`src/tdep_pkg.sv`:
```
// Package: constants and state encodings for the test and debug event port
package tdep_pkg;

  // ==========================================================================
  // Test controller states, one-hot
  typedef enum logic [15:0] {
    TDEP_TLR   = 16'h0001,
    TDEP_RTI   = 16'h0002,
    TDEP_SDRS  = 16'h0004,
    TDEP_CDR   = 16'h0008,
    TDEP_SDR   = 16'h0010,
    TDEP_E1DR  = 16'h0020,
    TDEP_PDR   = 16'h0040,
    TDEP_E2DR  = 16'h0080,
    TDEP_UDR   = 16'h0100,
    TDEP_SIRS  = 16'h0200,
    TDEP_CIR   = 16'h0400,
    TDEP_SIR   = 16'h0800,
    TDEP_E1IR  = 16'h1000,
    TDEP_PIR   = 16'h2000,
    TDEP_E2IR  = 16'h4000,
    TDEP_UIR   = 16'h8000
  } tdep_tap_state_t;

  // ==========================================================================
  // Widths, reset values and timing
  localparam int unsigned TDEP_IR_W        = 4;
  localparam int unsigned TDEP_DR_W        = 32;
  localparam logic [3:0]  TDEP_IR_RST      = 4'hf;  // Bypass after reset
  localparam int unsigned TDEP_ACK_CYCLES  = 3;     // Debug entry pulse length
  localparam logic [1:0]  TDEP_ACK_CNT_W1  = 2'h2;  // Load value for 3-cycle pulse
  localparam logic [2:0]  TDEP_SYNC_RST    = 3'h7;  // Pins idle high (pull-ups)
  localparam logic [2:0]  TDEP_TCK_SYNC_RST = 3'h0; // Test clock idles low

endpackage : tdep_pkg

```
`src/tdep_port.sv`:
```
// Test access port controller with open-drain debug event pin
//
// Operation
// - Test data in is captured at each rising test clock edge in shift-IR or shift-DR.
// - Test mode select is captured at each rising test clock edge and steps the controller.
// - Test data out is driven only in shift-IR or shift-DR, otherwise released, also in reset.
// - Test data out changes at the falling test clock edge.
// - Test reset initialises the controller at on_chip_debug_module, without a test clock edge.
// - Undriven data in, mode select, test reset and debug event pins read as high.
// - An outside pull on the debug event pin makes the core finish, save, halt and await commands.
// - On debug entry by request or breakpoint the event pin is asserted for exactly three cycles.
// - The event pin is open-drain: pulled low to acknowledge entry, else released.
// - Besides the event pin all debug module access goes through the serial test port.
`timescale 1ns/1ps
`default_nettype none

module tdep_port
  import tdep_pkg::*;
#(
  parameter int unsigned IR_W = TDEP_IR_W,
  parameter int unsigned DR_W = TDEP_DR_W
) (
  input  wire logic            sys_clk_i,
  input  wire logic            sys_rst_i,
  input  wire logic            tck_i,
  input  wire logic            tdi_i,
  input  wire logic            tms_i,
  input  wire logic            trst_n_i,
  output logic                 tdo_o,
  output logic                 tdo_oe_o,
  input  wire logic            debug_event_pin_i,
  output logic                 debug_event_pin_o,
  output logic                 debug_event_pin_oe_o,
  input  wire logic            core_instr_done_i,
  input  wire logic            breakpoint_hit_i,
  output logic                 core_halt_req_o,
  output logic                 core_debug_mode_o,
  input  wire logic            core_resume_i,
  output logic [IR_W-1:0]      dbg_instr_o,
  output logic [DR_W-1:0]      dbg_data_o,
  output logic                 dbg_update_o,
  input  wire logic [DR_W-1:0] dbg_capture_i
);

  // ==========================================================================
  // Pin synchronisers; pins other than the test clock float high through the pull-ups
  logic tck_rise, tck_fall;
  logic tdi_lvl, tms_lvl, trst_n_lvl, de_lvl;

  // Test clock chain resets low, its idle level, so no edge follows reset
  tdep_sync #(.RST_VAL(TDEP_TCK_SYNC_RST)) u_sync_tck (.sys_clk_i(sys_clk_i),
    .sys_rst_i(sys_rst_i), .pin_i(tck_i), .level_o(), .rise_o(tck_rise), .fall_o(tck_fall));
  tdep_sync u_sync_tdi (.sys_clk_i(sys_clk_i), .sys_rst_i(sys_rst_i), .pin_i(tdi_i),
    .level_o(tdi_lvl), .rise_o(), .fall_o());
  tdep_sync u_sync_tms (.sys_clk_i(sys_clk_i), .sys_rst_i(sys_rst_i), .pin_i(tms_i),
    .level_o(tms_lvl), .rise_o(), .fall_o());
  tdep_sync u_sync_trs (.sys_clk_i(sys_clk_i), .sys_rst_i(sys_rst_i), .pin_i(trst_n_i),
    .level_o(trst_n_lvl), .rise_o(), .fall_o());
  tdep_sync u_sync_de (.sys_clk_i(sys_clk_i), .sys_rst_i(sys_rst_i),
    .pin_i(debug_event_pin_i), .level_o(de_lvl), .rise_o(), .fall_o());

  // ==========================================================================
  // Test controller
  tdep_tap_state_t state;
  tdep_tap_state_t next_state;
  logic            trst_act;

  // Test reset acts without waiting for a test clock edge
  assign trst_act = ~trst_n_lvl;

  always_comb begin
    case (state)
      TDEP_TLR:  next_state = tms_lvl ? TDEP_TLR  : TDEP_RTI;
      TDEP_RTI:  next_state = tms_lvl ? TDEP_SDRS : TDEP_RTI;
      TDEP_SDRS: next_state = tms_lvl ? TDEP_SIRS : TDEP_CDR;
      TDEP_CDR:  next_state = tms_lvl ? TDEP_E1DR : TDEP_SDR;
      TDEP_SDR:  next_state = tms_lvl ? TDEP_E1DR : TDEP_SDR;
      TDEP_E1DR: next_state = tms_lvl ? TDEP_UDR  : TDEP_PDR;
      TDEP_PDR:  next_state = tms_lvl ? TDEP_E2DR : TDEP_PDR;
      TDEP_E2DR: next_state = tms_lvl ? TDEP_UDR  : TDEP_SDR;
      TDEP_UDR:  next_state = tms_lvl ? TDEP_SDRS : TDEP_RTI;
      TDEP_SIRS: next_state = tms_lvl ? TDEP_TLR  : TDEP_CIR;
      TDEP_CIR:  next_state = tms_lvl ? TDEP_E1IR : TDEP_SIR;
      TDEP_SIR:  next_state = tms_lvl ? TDEP_E1IR : TDEP_SIR;
      TDEP_E1IR: next_state = tms_lvl ? TDEP_UIR  : TDEP_PIR;
      TDEP_PIR:  next_state = tms_lvl ? TDEP_E2IR : TDEP_PIR;
      TDEP_E2IR: next_state = tms_lvl ? TDEP_UIR  : TDEP_SIR;
      TDEP_UIR:  next_state = tms_lvl ? TDEP_SDRS : TDEP_RTI;
      default:   next_state = TDEP_TLR;
    endcase
  end

  // Mode select steps the machine on each sampled rising test clock edge
  always_ff @(posedge sys_clk_i or posedge sys_rst_i) begin
    if (sys_rst_i) begin
      state <= TDEP_TLR;
    end else if (trst_act) begin
      state <= TDEP_TLR;
    end else if (tck_rise) begin
      state <= next_state;
    end
  end

  // ==========================================================================
  // Instruction and data shift registers
  logic [IR_W-1:0] ir_sh;
  logic [DR_W-1:0] dr_sh;
  logic            in_shift;
  logic            shift_bit;

  assign in_shift  = (state == TDEP_SDR) | (state == TDEP_SIR);
  assign shift_bit = (state == TDEP_SIR) ? ir_sh[0] : dr_sh[0];

  // Data in is taken at the rising edge while shifting
  always_ff @(posedge sys_clk_i or posedge sys_rst_i) begin
    if (sys_rst_i) begin
      ir_sh        <= '0;
      dr_sh        <= '0;
      dbg_instr_o  <= TDEP_IR_RST;
      dbg_data_o   <= '0;
      dbg_update_o <= 1'b0;
    end else begin
      dbg_update_o <= 1'b0;
      if (trst_act) begin
        dbg_instr_o <= TDEP_IR_RST;
      end else if (tck_rise) begin
        case (state)
          TDEP_CIR: ir_sh <= TDEP_IR_RST;
          TDEP_SIR: ir_sh <= {tdi_lvl, ir_sh[IR_W-1:1]};
          TDEP_UIR: dbg_instr_o <= ir_sh;
          TDEP_CDR: dr_sh <= dbg_capture_i;
          TDEP_SDR: dr_sh <= {tdi_lvl, dr_sh[DR_W-1:1]};
          TDEP_UDR: begin
            dbg_data_o   <= dr_sh;
            dbg_update_o <= 1'b1;
          end
          default: ir_sh <= ir_sh;
        endcase
      end
    end
  end

  // ==========================================================================
  // Test data out; value moves only on falling edges, drive also drops on test reset
  always_ff @(posedge sys_clk_i or posedge sys_rst_i) begin
    if (sys_rst_i) begin
      tdo_o    <= 1'b1;
      tdo_oe_o <= 1'b0;
    end else if (trst_act) begin
      tdo_oe_o <= 1'b0;
    end else if (tck_fall) begin
      tdo_o    <= shift_bit;
      tdo_oe_o <= in_shift;
    end
  end

  // ==========================================================================
  // Debug entry: an outside low on the event pin or a breakpoint
  logic       halt_pend;
  logic [1:0] ack_cnt;
  logic       entry;

  // Entry happens on_chip_debug_module the current instruction has retired
  assign entry = halt_pend & core_instr_done_i & ~core_debug_mode_o;

  always_ff @(posedge sys_clk_i or posedge sys_rst_i) begin
    if (sys_rst_i) begin
      halt_pend         <= 1'b0;
      core_halt_req_o   <= 1'b0;
      core_debug_mode_o <= 1'b0;
    end else begin
      if (entry) begin
        core_debug_mode_o <= 1'b1;
      end else if (core_resume_i) begin
        core_debug_mode_o <= 1'b0;
      end
      // Request wins over its own completion so a fresh pull is kept
      if ((~de_lvl & ~debug_event_pin_oe_o) | breakpoint_hit_i) begin
        halt_pend <= ~core_debug_mode_o;
      end else if (entry) begin
        halt_pend <= 1'b0;
      end
      core_halt_req_o <= halt_pend & ~core_debug_mode_o;
    end
  end

  // Open-drain acknowledge, three system cycles low
  always_ff @(posedge sys_clk_i or posedge sys_rst_i) begin
    if (sys_rst_i) begin
      ack_cnt              <= '0;
      debug_event_pin_oe_o <= 1'b0;
    end else if (entry) begin
      ack_cnt              <= TDEP_ACK_CNT_W1;
      debug_event_pin_oe_o <= 1'b1;
    end else if (ack_cnt != '0) begin
      ack_cnt <= ack_cnt - 2'h1;
    end else begin
      debug_event_pin_oe_o <= 1'b0;
    end
  end

  assign debug_event_pin_o = 1'b0; // pulled low only, never driven high

  // ==========================================================================
  // Checks
  property p_ack_len;
    @(posedge sys_clk_i) disable iff (sys_rst_i)
      entry |=> debug_event_pin_oe_o [*3] ##1 !debug_event_pin_oe_o;
  endproperty
  a_ack_len: assert property (p_ack_len) else $error("ack not 3 cycles");

  property p_tdo_only_shift;
    @(posedge sys_clk_i) disable iff (sys_rst_i)
      $rose(tdo_oe_o) |-> in_shift && $past(tck_fall);
  endproperty
  a_tdo_only_shift: assert property (p_tdo_only_shift) else $error("tdo on outside shift");

  property p_tdo_fall;
    @(posedge sys_clk_i) disable iff (sys_rst_i)
      $changed(tdo_o) |-> $past(tck_fall);
  endproperty
  a_tdo_fall: assert property (p_tdo_fall) else $error("tdo moved off falling edge");

  property p_trst;
    @(posedge sys_clk_i) disable iff (sys_rst_i)
      trst_act |=> state == TDEP_TLR && !tdo_oe_o;
  endproperty
  a_trst: assert property (p_trst) else $error("test reset ignored");

  property p_step;
    @(posedge sys_clk_i) disable iff (sys_rst_i)
      !trst_act && !tck_rise |=> $stable(state);
  endproperty
  a_step: assert property (p_step) else $error("state moved without clock");

  property p_tms_tlr;
    @(posedge sys_clk_i) disable iff (sys_rst_i)
      state == TDEP_SIRS && tms_lvl && tck_rise && !trst_act |=> state == TDEP_TLR;
  endproperty
  a_tms_tlr: assert property (p_tms_tlr) else $error("bad tap step");

  property p_sdr_in;
    @(posedge sys_clk_i) disable iff (sys_rst_i)
      state == TDEP_SDR && tck_rise && !trst_act |=> dr_sh[DR_W-1] == $past(tdi_lvl);
  endproperty
  a_sdr_in: assert property (p_sdr_in) else $error("tdi not captured");

  property p_od;
    @(posedge sys_clk_i) disable iff (sys_rst_i)
      debug_event_pin_oe_o |-> !debug_event_pin_o;
  endproperty
  a_od: assert property (p_od) else $error("event pin driven high");

  property p_entry;
    @(posedge sys_clk_i) disable iff (sys_rst_i)
      entry |=> core_debug_mode_o;
  endproperty
  a_entry: assert property (p_entry) else $error("debug mode not entered");

  c_entry: cover property (@(posedge sys_clk_i) disable iff (sys_rst_i) entry);
  c_shift_dr: cover property (@(posedge sys_clk_i) disable iff (sys_rst_i) state == TDEP_SDR);
  c_update_ir: cover property (@(posedge sys_clk_i) disable iff (sys_rst_i) state == TDEP_UIR);
  c_bp: cover property (@(posedge sys_clk_i) disable iff (sys_rst_i) breakpoint_hit_i && entry);

endmodule : tdep_port
`default_nettype wire

```
`src/tdep_sync.sv`:
```
// Three-flop input synchroniser with edge detection on agreeing stages
`timescale 1ns/1ps
`default_nettype none

module tdep_sync
  import tdep_pkg::*;
#(
  parameter logic [2:0] RST_VAL = TDEP_SYNC_RST
) (
  input  wire logic sys_clk_i,
  input  wire logic sys_rst_i,
  input  wire logic pin_i,
  output logic      level_o,
  output logic      rise_o,
  output logic      fall_o
);

  logic [2:0] stage;
  logic       lvl;
  logic       agree;

  // ==========================================================================
  // Shift chain; stage[0] feeds only stage[1]
  always_ff @(posedge sys_clk_i or posedge sys_rst_i) begin
    if (sys_rst_i) begin
      stage <= RST_VAL;
    end else begin
      stage <= {stage[1:0], pin_i};
    end
  end

  // Change counts only on_chip_debug_module stage 1 and stage 2 agree, so a single
  // unsettled sample can never be taken as an edge
  assign agree = ~(stage[1] ^ stage[2]);

  // Settled level; starts at the pin's idle level to avoid a false edge
  always_ff @(posedge sys_clk_i or posedge sys_rst_i) begin
    if (sys_rst_i) begin
      lvl <= RST_VAL[2];
    end else if (agree) begin
      lvl <= stage[2];
    end
  end

  assign level_o = lvl;
  assign rise_o  = agree & stage[2] & ~lvl;
  assign fall_o  = agree & ~stage[2] & lvl;

endmodule : tdep_sync
`default_nettype wire

```
`config.mk`:
```
export PLATFORM = sky130hd
export DESIGN_NAME = tdep_port
export DESIGN_NICKNAME = d
export VERILOG_FILES = /design/src/tdep_pkg.sv /design/src/tdep_port.sv /design/src/tdep_sync.sv
export SDC_FILE = /design/constraint.sdc
export NUM_CORES = 1
export LEC_CHECK = 0
export ABC_AREA = 1
export BUFFER_PORTS_ARGS = -buffer_cell sky130_fd_sc_hd__buf_2
export CORE_MARGIN = 2
export CORE_UTILIZATION = 59
export CTS_BUF_LIST = sky130_fd_sc_hd__clkbuf_4 sky130_fd_sc_hd__clkbuf_8
export DETAILED_ROUTE_END_ITERATION = 8
export PLACE_DENSITY = 0.85
export SLEW_MARGIN = 40
export SYNTH_ARGS = -nofsm -noshare
export SYNTH_HDL_FRONTEND = slang
export SYNTH_SLANG_ARGS = --single-unit
```
`constraint.sdc`:
```
create_clock -name sys_clk_i -period 4.7 [get_ports sys_clk_i]
set_input_delay 0.235 -clock sys_clk_i [delete_from_list [all_inputs] [get_ports sys_clk_i]]
set_output_delay 0.235 -clock sys_clk_i [all_outputs]
set_load 0.02 [all_outputs]
```
### Word-level counts from Yosys, hierarchy flattened

Index checks and enable logic that the tools add are counted.

| word-level totals | value |
|---|---|
| register bits | 117 |
| word-level logic and storage cells | 113 |
| output and inout bits | 43 |
| input port bits | 42 |

| operators by class | value |
|---|---|
| mux-type cells | 34 |
| add/sub/neg operators | 1 |
| bitwise gates (word level) | 21 |
| equal/unequal tests | 20 |
| reductions and logical operators | 14 |

Operators by type and width:

| kind | number |
|---|---|
| case mux 16 bit (12 select lines) | 1 |
| 2-to-1 mux 16 bit | 4 |
| case mux 32 bit (2 select lines) | 1 |
| 2-to-1 mux 9 bit | 2 |
| == test 16 x 1 -> 1 bit (second input constant) | 1 |
| == test 16 x 10 -> 1 bit (second input constant) | 1 |
| == test 16 x 11 -> 1 bit (second input constant) | 1 |
| == test 16 x 12 -> 1 bit (second input constant) | 1 |
| == test 16 x 13 -> 1 bit (second input constant) | 1 |
| == test 16 x 14 -> 1 bit (second input constant) | 1 |
| == test 16 x 15 -> 1 bit (second input constant) | 1 |
| == test 16 bit (second input constant) | 1 |
| == test 16 x 2 -> 1 bit (second input constant) | 1 |
| == test 16 x 3 -> 1 bit (second input constant) | 1 |
| == test 16 x 4 -> 1 bit (second input constant) | 1 |
| == test 16 x 5 -> 1 bit (second input constant) | 1 |
| == test 16 x 6 -> 1 bit (second input constant) | 1 |
| == test 16 x 7 -> 1 bit (second input constant) | 1 |
| == test 16 x 8 -> 1 bit (second input constant) | 1 |
| == test 16 x 9 -> 1 bit (second input constant) | 1 |
| 2-to-1 mux 15 bit | 1 |
| 2-to-1 mux 13 bit | 1 |
| 2-to-1 mux 1 bit | 12 |
| 2-to-1 mux 4 bit | 3 |
| other kinds (18) | 49 |

### Longest topological paths before layout

Gate-level depths: netlist (run 1).

| logic depth | value |
|---|---|
| word-level depth | 6 |
| gate-level depth with buffers | 11 |
| depth with buffers taken out | 11 |

### Cells and area by module

From an unflattened synthesis (run 1), not the netlist that was laid out.

| unflattened totals | value |
|---|---|
| cells, all modules | 629 |
| area, all modules | 5361.4 um2 |

By module, submodules not included:

| module | area each (um2) | seq. area each (um2) | cells each | instances |
|---|---|---|---|---|
| tdep_port | 4509.3 | 2434.8 | 544 | 1 |
| tdep_sync at u_sync_de ... | 171.4 | 105.1 | 17 | 4 |
| tdep_sync at u_sync_tck | 166.4 | 100.1 | 17 | 1 |

### Worst setup path before layout (run 1)

Ideal clock, no wire load.

| timing path | value |
|---|---|
| kind | flip-flop to flip-flop |
| from | register u_sync_tck.stage[1] |
| to | register dbg_data_o[1] |
| stages on the path, launching flop included | 12 |
| data required time | 4582 ps |
| arrival time | 1524 ps |
| setup time | 118 ps |
| path buffers | 1 |
| path slack | 3058 ps |
| period minus slack after synthesis | 1642 ps |
| path through | dfrtp_1 ha_1 inv_1 nor2_1 inv_2 nor2_8 inv_2 nor3_4 inv_2 buf_6 nand2_1 o21ai_2 |

| on the way | value |
|---|---|
| cells in the longest elaborated chain, start to end | 5 |

Ends and longest elaborated chain:

| element | line | RTL |
|---|---|---|
| start: declaration | tdep_sync.sv:18 | `logic [2:0] stage;` |
| start signal: assignment | tdep_sync.sv:28 | `stage <= {stage[1:0], pin_i};` |
| bitwise XOR 1 bit | tdep_sync.sv:34 | `assign agree = ~(stage[1] ^ stage[2]);` |
| inverter 1 bit | tdep_sync.sv:34 |  |
| bitwise AND 1 bit (2 in a row) | tdep_sync.sv:46 | `assign rise_o = agree & stage[2] & ~lvl;` |
| AND reduction 3 bit (no source line) | -- |  |
| end signal: assignment | tdep_port.sv:134 | `dbg_data_o <= dr_sh;` |
| end: declaration | tdep_port.sv:40 | `output logic [DR_W-1:0] dbg_data_o,` |

Every way passes these cells.
A chain may end at the register's enable or synchronous reset.

### Worst setup path after layout (run 1)

| timing path | value |
|---|---|
| from | register state[12] |
| to | register dr_sh[4] |

| on the way | value |
|---|---|
| cells in the longest elaborated chain, start to end | 3 |
| elaborated cells between the ends (all ways) | 5 |
| classes of those cells | eq/ne (2); mux (1); reduce/logical (2) |

Ends and longest elaborated chain:

| element | line | RTL |
|---|---|---|
| start: declaration | tdep_port.sv:64 | `tdep_tap_state_t state;` |
| start signal: assignment | tdep_port.sv:100 | `state <= next_state;` |
| == test 16 x 5 -> 1 bit / == test 16 x 4 -> 1 bit (equally long branches) | tdep_port.sv:127 | `case (state)` |
| nonzero test 2 bit (no source line) | -- |  |
| AND reduction 3 bit (no source line) | -- |  |
| end signal: assignment | tdep_port.sv:131 | `TDEP_CDR: dr_sh <= dbg_capture_i;` |
| end signal: assignment | tdep_port.sv:132 | `TDEP_SDR: dr_sh <= {tdi_lvl, dr_sh[DR_W-1:1]};` |
| end: declaration | tdep_port.sv:107 | `logic [DR_W-1:0] dr_sh;` |

Parallel ways exist; a longest one is shown, timed or not.

==> impl_results.md, run 1 <==
- Wire per inst: 14.4 um
- Main synth FF type: dfrtp_1
- Post-route ant nets: 0
- DR vias: 4295
- Die width: 99.3 um
- Area grow syn2layout: 16.8%
- Syn Nets: 642
- Startpoint Class: register
- Slew HR: 49.5%
- Slew Limit Fails: 0
- Vias in the first global route: 4135
- DP Area: 5770 sq um
- Worst-path maximum fanout: 64
- Setup slack after layout: 1.86 ns
- Fin Clk Skew: 0.0124 ns
- Critical Path Max Stage Delay: 0.63 ns
- CP max-delay cell: nand3_2
- Status: finished, final reports clean
- Worst EP arrival: 3.14 ns
- Min Hold Slack: 0.0675 ns
- CTS root buffer: clkbuf_8
- Post-synthesis cell count: 597
- Core Area: 8760 sq um
- Final Hold Fails: 0
- Final cell count without fillers: 808
- Setup TNS: 0 ns
- Layout Nets: 732
- Postcts setup bufs: 0
- Placed cells: 769
- Starting density of the core: 61.1%
- Fin crit period: 2.84 ns
- Final period util: 60.5%
- Worst Tran Pin Value: 0.758 ns
- Setup WS pre-CTS: 1.90 ns
- Pwr Total: 2.26 mW
- Largest net degree at the start of global routing: 71
- Synthesized area: 5360 sq um
- Clock sinks: 117
- Ratio of cells with drive above 1 in the final layout: 29.0%
- Design Area, Final: 6250 sq um
- Sequential share of power: 48.5%
- Synth warnings: 0
- Chip height: 99.3 um
- Routability Congestion: 0.937
- Synthesized area per cell: 8.97 sq um
- Port Buffer Count: 83
- Max Clk Rate: 0.352 GHz
- Synth Area in Adders: 1.45%
- 1st-pass router iterations: 5
- Total GRT Usage: 24.3%
- Part of the Yosys area used for sequential elements: 55.2%
- Worst skew pair latency: 0.44 ns
- Total grt overflow: 0
- Crit path top cell by count: o21ai_2
- Num CTS Buffers: 17
- Share of power burned in combinational logic: 9.4%
- Req. time, crit path: 5.00 ns
- Largest family of logic cells by synthesized area: simple AND/OR/NAND/NOR gates
- Critical path class: reg2reg
- Final setup viols: 0
- Clk pwr share: 42.1%
- Clock Tree Buf Depth: 2
- Sw frac: 27.8%
- Post-synthesis simple-gate area fraction: 18.7%
- RSZ-0062 raised after global routing: false
- First-pass GRT wire length: 19000 um
- Rows: 34
- Delay-heaviest family, CP: simple AND/OR/NAND/NOR gates
- DR DRC count: 0
- Leak pwr: 3.54 nW
- Max cap viols: 0
- Worst Setup End Kind: register
- Compound-Gate Fraction of Synth Area: 16.0%
- Hold crit path type: in2reg
- Post-Route WL: 11600 um
- Post-Synth XOR/XNOR Area: 0%
- N_diodes: 0
- Int Power: 1.63 mW
- Fill count: 656
- CP Cell Sequence: nor2_1, nand2_2, nor2_4, nand3_2, o21ai_2, nand2_4, nand2_1, o21ai_2
- VDD IR max: 0.216 mV
- CTS Hold Bufs: 7
- Clock transition at path regs: 0.08 ns
- Die area: 9850 sq um
- Asr flop ratio synth: 100%
- Detail Placement HPWL: 7730 um
- Sw power: 0.626 mW
- 1st-iter DRT viols: 268
- Number of synthesized flops with an enable pin: 0
- Post-synth cell types: 34
- Buffers plus inverters on the worst setup path: 0
- Average via count per standard cell: 5.32
- IO Count: 85
- Initial antenna violation count: 0
- Pwr/cell area: 361 nW/um^2
- Cells resized by post-CTS repair: 0
- CTS H-Tree Depth: 4
- CTS tree: done
- Synth Register Bits: 117
- Multiplexer area fraction after synthesis: 0.187%
- Util after Layout: 71.4%
## final cells by class
class                           instances  area, sq um  area share [%]
Clock inverter                         14          170            2.72
Tap cell                              108          135            2.16
Sequential cell                       117         2960            47.2
Multi-Input combinational cell        381         1950            31.2
Inverter                               77          294            4.70
Clock buffer                           18          241            3.86
Timing Repair Buffer                   93          508            8.12
## sequential cells by signal, indices dropped and copies added, names as in the netlist, 2 cells and up
register and flops:
u_sync_tms.stage 3, ack_cnt 2, ir_sh 4, state 16, dbg_data_o 32, u_sync_de.stage 3, dr_sh 32, dbg_instr_o 4
u_sync_tck.stage 3, u_sync_tdi.stage 3, u_sync_trs.stage 3
## worst reg2reg max path, cell delays in order (launching register included)
cell	delay [ns]
dfrtp_1	0.40
nor2_1	0.21
nand2_2	0.12
nor2_4	0.27
nand3_2	0.63
o21ai_2	0.34
nand2_4	0.41
nand2_1	0.26
o21ai_2	0.08
## cell usage in the layout (no fill, tap or decap), types with 22 or more instances in the layout
cell type,synthesis,final
nand2_1,119,119
dfrtp_1,95,95
buf_2,5,83
nor2_1,74,74
inv_1,71,70
o21ai_2,39,39
a21oi_1,39,39
o21ai_1,26,26
o21ai_0,22,22
dfstp_2,22,22
## routing by layer
layer | part of all wire, % | vias to the layer above | track usage (%)
met2 | 49 | 141 | 39.0
met3 | 5.3 | 22 | 5.27
met5 | 0 | - | 0
met1 | 44 | 2039 | 32.4
met4 | 1.9 | 0 | 9.91
li1 | - | 2093 | -
## power groups by stage
stage	clock [mW]	combinational [mW]	sequential (mW)
6_report	0.949	0.212	1.09
3_3_place_gp	0	0.196	1.11
2_1_floorplan	0	0.109	1.13
3_5_place_dp	0	0.206	1.11
5_1_grt	1.01	0.238	1.10
4_1_cts	0.963	0.213	1.09
## cell usage after synthesis (2+ instances only)
cell type / instances / area share (%)
o21ai_0: 22 / 2.1
inv_2: 6 / 0.42
nand2_2: 3 / 0.35
buf_2: 5 / 0.47
o21ai_2: 39 / 6.4
a21oi_1: 39 / 3.6
o22ai_1: 4 / 0.47
dfstp_2: 22 / 11
nand3_1: 20 / 1.9
nor2_1: 74 / 5.2
ha_1: 3 / 0.70
clkbuf_1: 7 / 0.49
o41ai_1: 3 / 0.49
nor2_4: 2 / 0.42
nor2_2: 8 / 0.93
inv_1: 71 / 5.0
maj3_1: 4 / 0.75
nand4_1: 3 / 0.35
nand2_1: 119 / 8.3
buf_6: 9 / 1.9
o21ai_1: 26 / 2.4
dfrtp_1: 95 / 44
a31oi_1: 2 / 0.23
## logic make-up (layout without fill, tap and decap cells)
| group | Yosys count | after routing |
|---|---|---|
| AND/OR/NAND/NOR | 235 | 235 |
| AO/OA/AOI/OAI | 137 | 137 |
| flip-flops | 117 | 117 |
| buffers and inverters | 99 | 202 |
| adder cells (fa/ha/maj) | 7 | 7 |
| other | 1 | 1 |
| multiplexers | 1 | 1 |
## worst paths after layout
kind / from / to / cells past startpoint / slack [ns]
worst max-delay path: state[12]$_DFFE_PP0P_ / dr_sh[4]$_DFFE_PP0P_ / 8 / 1.86
worst min-delay path: dbg_capture_i[5] / dr_sh[5]$_DFFE_PP0P_ / 3 / 0.07
worst max register to register: state[12]$_DFFE_PP0P_ / dr_sh[4]$_DFFE_PP0P_ / 8 / 1.86
worst min register to register: u_sync_tck.stage[0]$_DFF_PP0_ / u_sync_tck.stage[1]$_DFF_PP0_ / 0 / 0.34
max in group asynchronous: sys_rst_i / dr_sh[26]$_DFFE_PP0P_ / 4 / 3.27
min in group asynchronous: sys_rst_i / state[14]$_DFFE_PP0P_ / 3 / 0.41
Power figures use the tool's default switching activity.
==> inputs of run 2 (changes only) <==
--- a/config.mk
+++ b/config.mk
@@ -5,13 +5,13 @@
 export SDC_FILE = /design/constraint.sdc
 export NUM_CORES = 1
 export LEC_CHECK = 0
-export ABC_AREA = 1
+export ABC_AREA = 0
 export BUFFER_PORTS_ARGS = -buffer_cell sky130_fd_sc_hd__buf_2
 export CORE_MARGIN = 2
-export CORE_UTILIZATION = 59
+export CORE_UTILIZATION = 58
 export CTS_BUF_LIST = sky130_fd_sc_hd__clkbuf_4 sky130_fd_sc_hd__clkbuf_8
 export DETAILED_ROUTE_END_ITERATION = 8
-export PLACE_DENSITY = 0.85
+export PLACE_DENSITY = 0.84
 export SLEW_MARGIN = 40
 export SYNTH_ARGS = -nofsm -noshare
 export SYNTH_HDL_FRONTEND = slang
==> constraint.sdc (replaced) <==
create_clock -name sys_clk_i -period 2.9 [get_ports sys_clk_i]
set_input_delay 0.145 -clock sys_clk_i [delete_from_list [all_inputs] [get_ports sys_clk_i]]
set_output_delay 0.145 -clock sys_clk_i [all_outputs]
set_load 0.02 [all_outputs]
==> impl_results.md, run 2 <==
- IO Count: 85 (unchanged)
- Worst R2R Setup Slack: 0.47 ns (was 1.86 ns)
- Status: complete, but fails checks (was finished, final reports clean)
- Synth warnings: 0 (unchanged)
- Max Clk Rate: 0.412 GHz (was 0.352 GHz)
- Average via count per standard cell: 5.62 (was 5.32)
- 1st-iter DRT viols: 256 (was 268)
- Wire per inst: 16.4 um (was 14.4 um)
- Final period util: 83.6% (was 60.5%)
- Commonest non-fill, non-tap cell in the layout: dfrtp_1 (was nand2_1)
- Largest net degree at the start of global routing: 65 (was 71)
- Cells resized by post-CTS repair: 0 (unchanged)
- Area grow syn2layout: 22.9% (was 16.8%)
- Initial antenna violation count: 0 (unchanged)
- Vias in the first global route: 3921 (was 4135)
- Worst Tran Pin Value: 0.691 ns (was 0.758 ns)
- Design Area, Final: 6310 sq um (was 6250 sq um)
- Ratio of cells with drive above 1 in the final layout: 32.6% (was 29.0%)
- Area leader, netlist: dfrtp_1 (unchanged)
- Die width: 98.1 um (was 99.3 um)
- Hold crit path type: in2reg (unchanged)
- Total grt overflow: 0 (unchanged)
- DR vias: 3775 (was 4295)
- Pwr Total: 3.68 mW (was 2.26 mW)
- Chip height: 98.1 um (was 99.3 um)
- Worst-path maximum fanout: 15 (was 64)
- Die area: 9620 sq um (was 9850 sq um)
- Post-synth cell types: 50 (was 34)
- RSZ-0062 raised after global routing: false (unchanged)
- Slew Limit Fails: 0 (unchanged)
- Fin Clk Skew: 0.0139 ns (was 0.0124 ns)
- Worst Min Path Start: dbg_capture_i[13] (was dbg_capture_i[5])
- Final setup viols: 0 (unchanged)
- Final cell count without fillers: 672 (was 808)
- CP max-delay cell: dfrtp_1 (was nand3_2)
- Syn Nets: 486 (was 642)
- Util after Layout: 73.1% (was 71.4%)
- Starting density of the core: 59.4% (was 61.1%)
- Setup TNS: 0 ns (unchanged)
- Synth Register Bits: 117 (unchanged)
- Leak pwr: 3.24 nW (was 3.54 nW)
- Top-count cell post-synth: dfrtp_1 (was nand2_1)
- Setup slack after layout: 0.475 ns (was 1.86 ns)
- Number of synthesized flops with an enable pin: 0 (unchanged)
- Clock sinks: 117 (unchanged)
- Num CTS Buffers: 17 (unchanged)
- Post-Route WL: 11000 um (was 11600 um)
- Clock transition at path regs: 0.08 ns (about the same)
- Fill count: 570 (was 656)
- Slew HR: 53.7% (was 49.5%)
- N_diodes: 0 (unchanged)
- Worst r2r path cells: 7 (was 8)
- Core Area: 8640 sq um (was 8760 sq um)
- Asr flop ratio synth: 100% (unchanged)
- Critical path class: reg2reg (unchanged)
- Layout Nets: 596 (was 732)
- Port Buffer Count: 83 (unchanged)
- Hold EP: dr_sh[13]$_DFFE_PP0P_ (was dr_sh[5]$_DFFE_PP0P_)
- Post-route ant nets: 0 (unchanged)
- Largest registers: dbg_data_o x32, dr_sh x32, state x16 (unchanged)
- Hold depth: 3 (unchanged)
- Routability Congestion: 0.914 (was 0.937)
- Fin crit period: 2.43 ns (was 2.84 ns)
- Synthesized area per cell: 11.6 sq um (was 8.97 sq um)
- First-pass GRT wire length: 18700 um (was 19000 um)
- Violated checks: hold timing
- Most frequent cells after synthesis: 95 x dfrtp_1, 53 x nand2_1, 38 x mux2i_1, 31 x o21ai_1, 27 x mux2_2 (was 119 x nand2_1, 95 x dfrtp_1, 74 x nor2_1, 71 x inv_1)
- Reg2reg end: dbg_data_o[6]$_DFFE_PP0P_ (was dr_sh[4]$_DFFE_PP0P_)
- CP Cell Sequence: ha_1, nor2b_1, and2_1, nand3_1, nor4_4, buf_4, mux2_2 (was nor2_1, nand2_2, nor2_4, nand3_2, o21ai_2, nand2_4, nand2_1, o21ai_2)
- Req. time, crit path: 3.22 ns (was 5.00 ns)
- Detail Placement HPWL: 6780 um (was 7730 um)
- Pwr/cell area: 583 nW/um^2 (was 361 nW/um^2)
- Post-synthesis cell count: 441 (was 597)
- CTS H-Tree Depth: 4 (unchanged)
- DR DRC count: 0 (unchanged)
- CTS tree: done (unchanged)
- Worst skew pair latency: 0.44 ns (about the same)
- Launching point of the worst reg2reg path: u_sync_tck.stage[1]$_DFF_PP0_ (was state[12]$_DFFE_PP0P_)
- Setup WS pre-CTS: 0.569 ns (was 1.90 ns)
- Main synth FF type: dfrtp_1 (unchanged)
- Worst EP arrival: 2.74 ns (was 3.14 ns)
- CTS root buffer: clkbuf_8 (unchanged)
- Most frequent cells in the layout: 95 x dfrtp_1, 83 x buf_2, 53 x nand2_1, 38 x mux2i_1, 31 x o21ai_1 (was 119 x nand2_1, 95 x dfrtp_1, 83 x buf_2, 74 x nor2_1, 70 x inv_1)
- 1st-pass router iterations: 4 (was 5)
- Post-synth top area share: 46.3% (was 44.4%)
- Synthesized area: 5130 sq um (was 5360 sq um)
- Placed cells: 611 (was 769)
- DP Area: 5610 sq um (was 5770 sq um)
- Worst Setup End Kind: register (unchanged)
- Critical Path Max Stage Delay: 0.38 ns (was 0.63 ns)
- VDD IR max: 0.413 mV (was 0.216 mV)
- Startpoint Class: register (unchanged)
- Min Hold Slack: -0.0000853 ns (was 0.0675 ns)
- Part of the Yosys area used for sequential elements: 57.6% (was 55.2%)
- Total GRT Usage: 24.5% (was 24.3%)
- Final Hold Fails: 1 (was 0)
- Main area contributors after synthesis: dfrtp_1 46%, dfstp_2 11%, mux2i_1 7.4% (was dfrtp_1 44%, dfstp_2 11%, nand2_1 8.3%)
- Clock Tree Buf Depth: 2 (unchanged)
- Max cap viols: 0 (unchanged)
- Rows: 34 (unchanged)
## run 2: metal layers
layer  routed length, um  track usage (%)  vias up
li1                    -                -     1767
met3                 748             8.02       19
met2                5470             40.1      128
met5                   0                0        -
met1                4620             30.9     1861
met4                 166             8.55        0
## run 2: critical path: cells and delay by family (launching register included)
kind	cells	cell delay, ns
and+or+nand+nor	4	1.06
DFF	1	0.38
buffers and inverters	1	0.31
muxes	1	0.38
adders and majority gates	1	0.17
## run 2: how the worst max path moves through the flow
| stage | startpoint | end | slack [ns] | depth (start not counted) |
|---|---|---|---|---|
| after global placement | u_sync_tck.stage[1]$_DFF_PP0_ | dbg_data_o[15]$_DFFE_PP0P_ | 0.62 | 7 |
| after detailed placement | state[15]$_DFFE_PP0P_ | dr_sh[31]$_DFFE_PP0P_ | 0.57 | 6 |
| final | u_sync_tck.stage[1]$_DFF_PP0_ | dbg_data_o[6]$_DFFE_PP0P_ | 0.47 | 7 |
| after CTS | state[15]$_DFFE_PP0P_ | dr_sh[31]$_DFFE_PP0P_ | 0.50 | 6 |
| after floorplan | u_sync_tck.stage[1]$_DFF_PP0_ | dbg_data_o[1]$_DFFE_PP0P_ | 0.79 | 8 |
| after global routing | u_sync_tck.stage[1]$_DFF_PP0_ | dbg_data_o[10]$_DFFE_PP0P_ | 0.31 | 7 |
## run 2: kinds of logic (layout without fill, tap and decap cells)
group	Yosys count	after routing	share of synthesized area, %
flops	117	117	57.6
compound gates	73	73	7.97
fa+ha+maj	7	7	1.51
other cells	1	1	0.0731
mux	71	71	14.7
xor+xnor	8	8	1.37
buf+inv	41	164	3.85
simple gates	123	123	13.0
## run 2: final cells by class
class	count	area [sq um]	share of cell area, %
Clock buffer	18	241	3.83
Timing Repair Buffer	119	771	12.2
Tap cell	108	135	2.14
Multi-Input combinational cell	283	1990	31.5
Inverter	13	52.6	0.833
Sequential cell	117	2960	46.8
Clock inverter	14	166	2.64
## run 2: power breakdown
group          total, mW  switching [mW]  internal [mW]
Sequential          1.78          0.0519           1.73
Clock               1.53           0.731          0.799
Combinational      0.365           0.208          0.157
Total               3.68           0.990           2.69
## run 2: what timing repair did
item | CTS | global route
hold buffers | 29 | 0
setup buffers | 0 | 0
endpoints found under the hold margin | 58 | 0
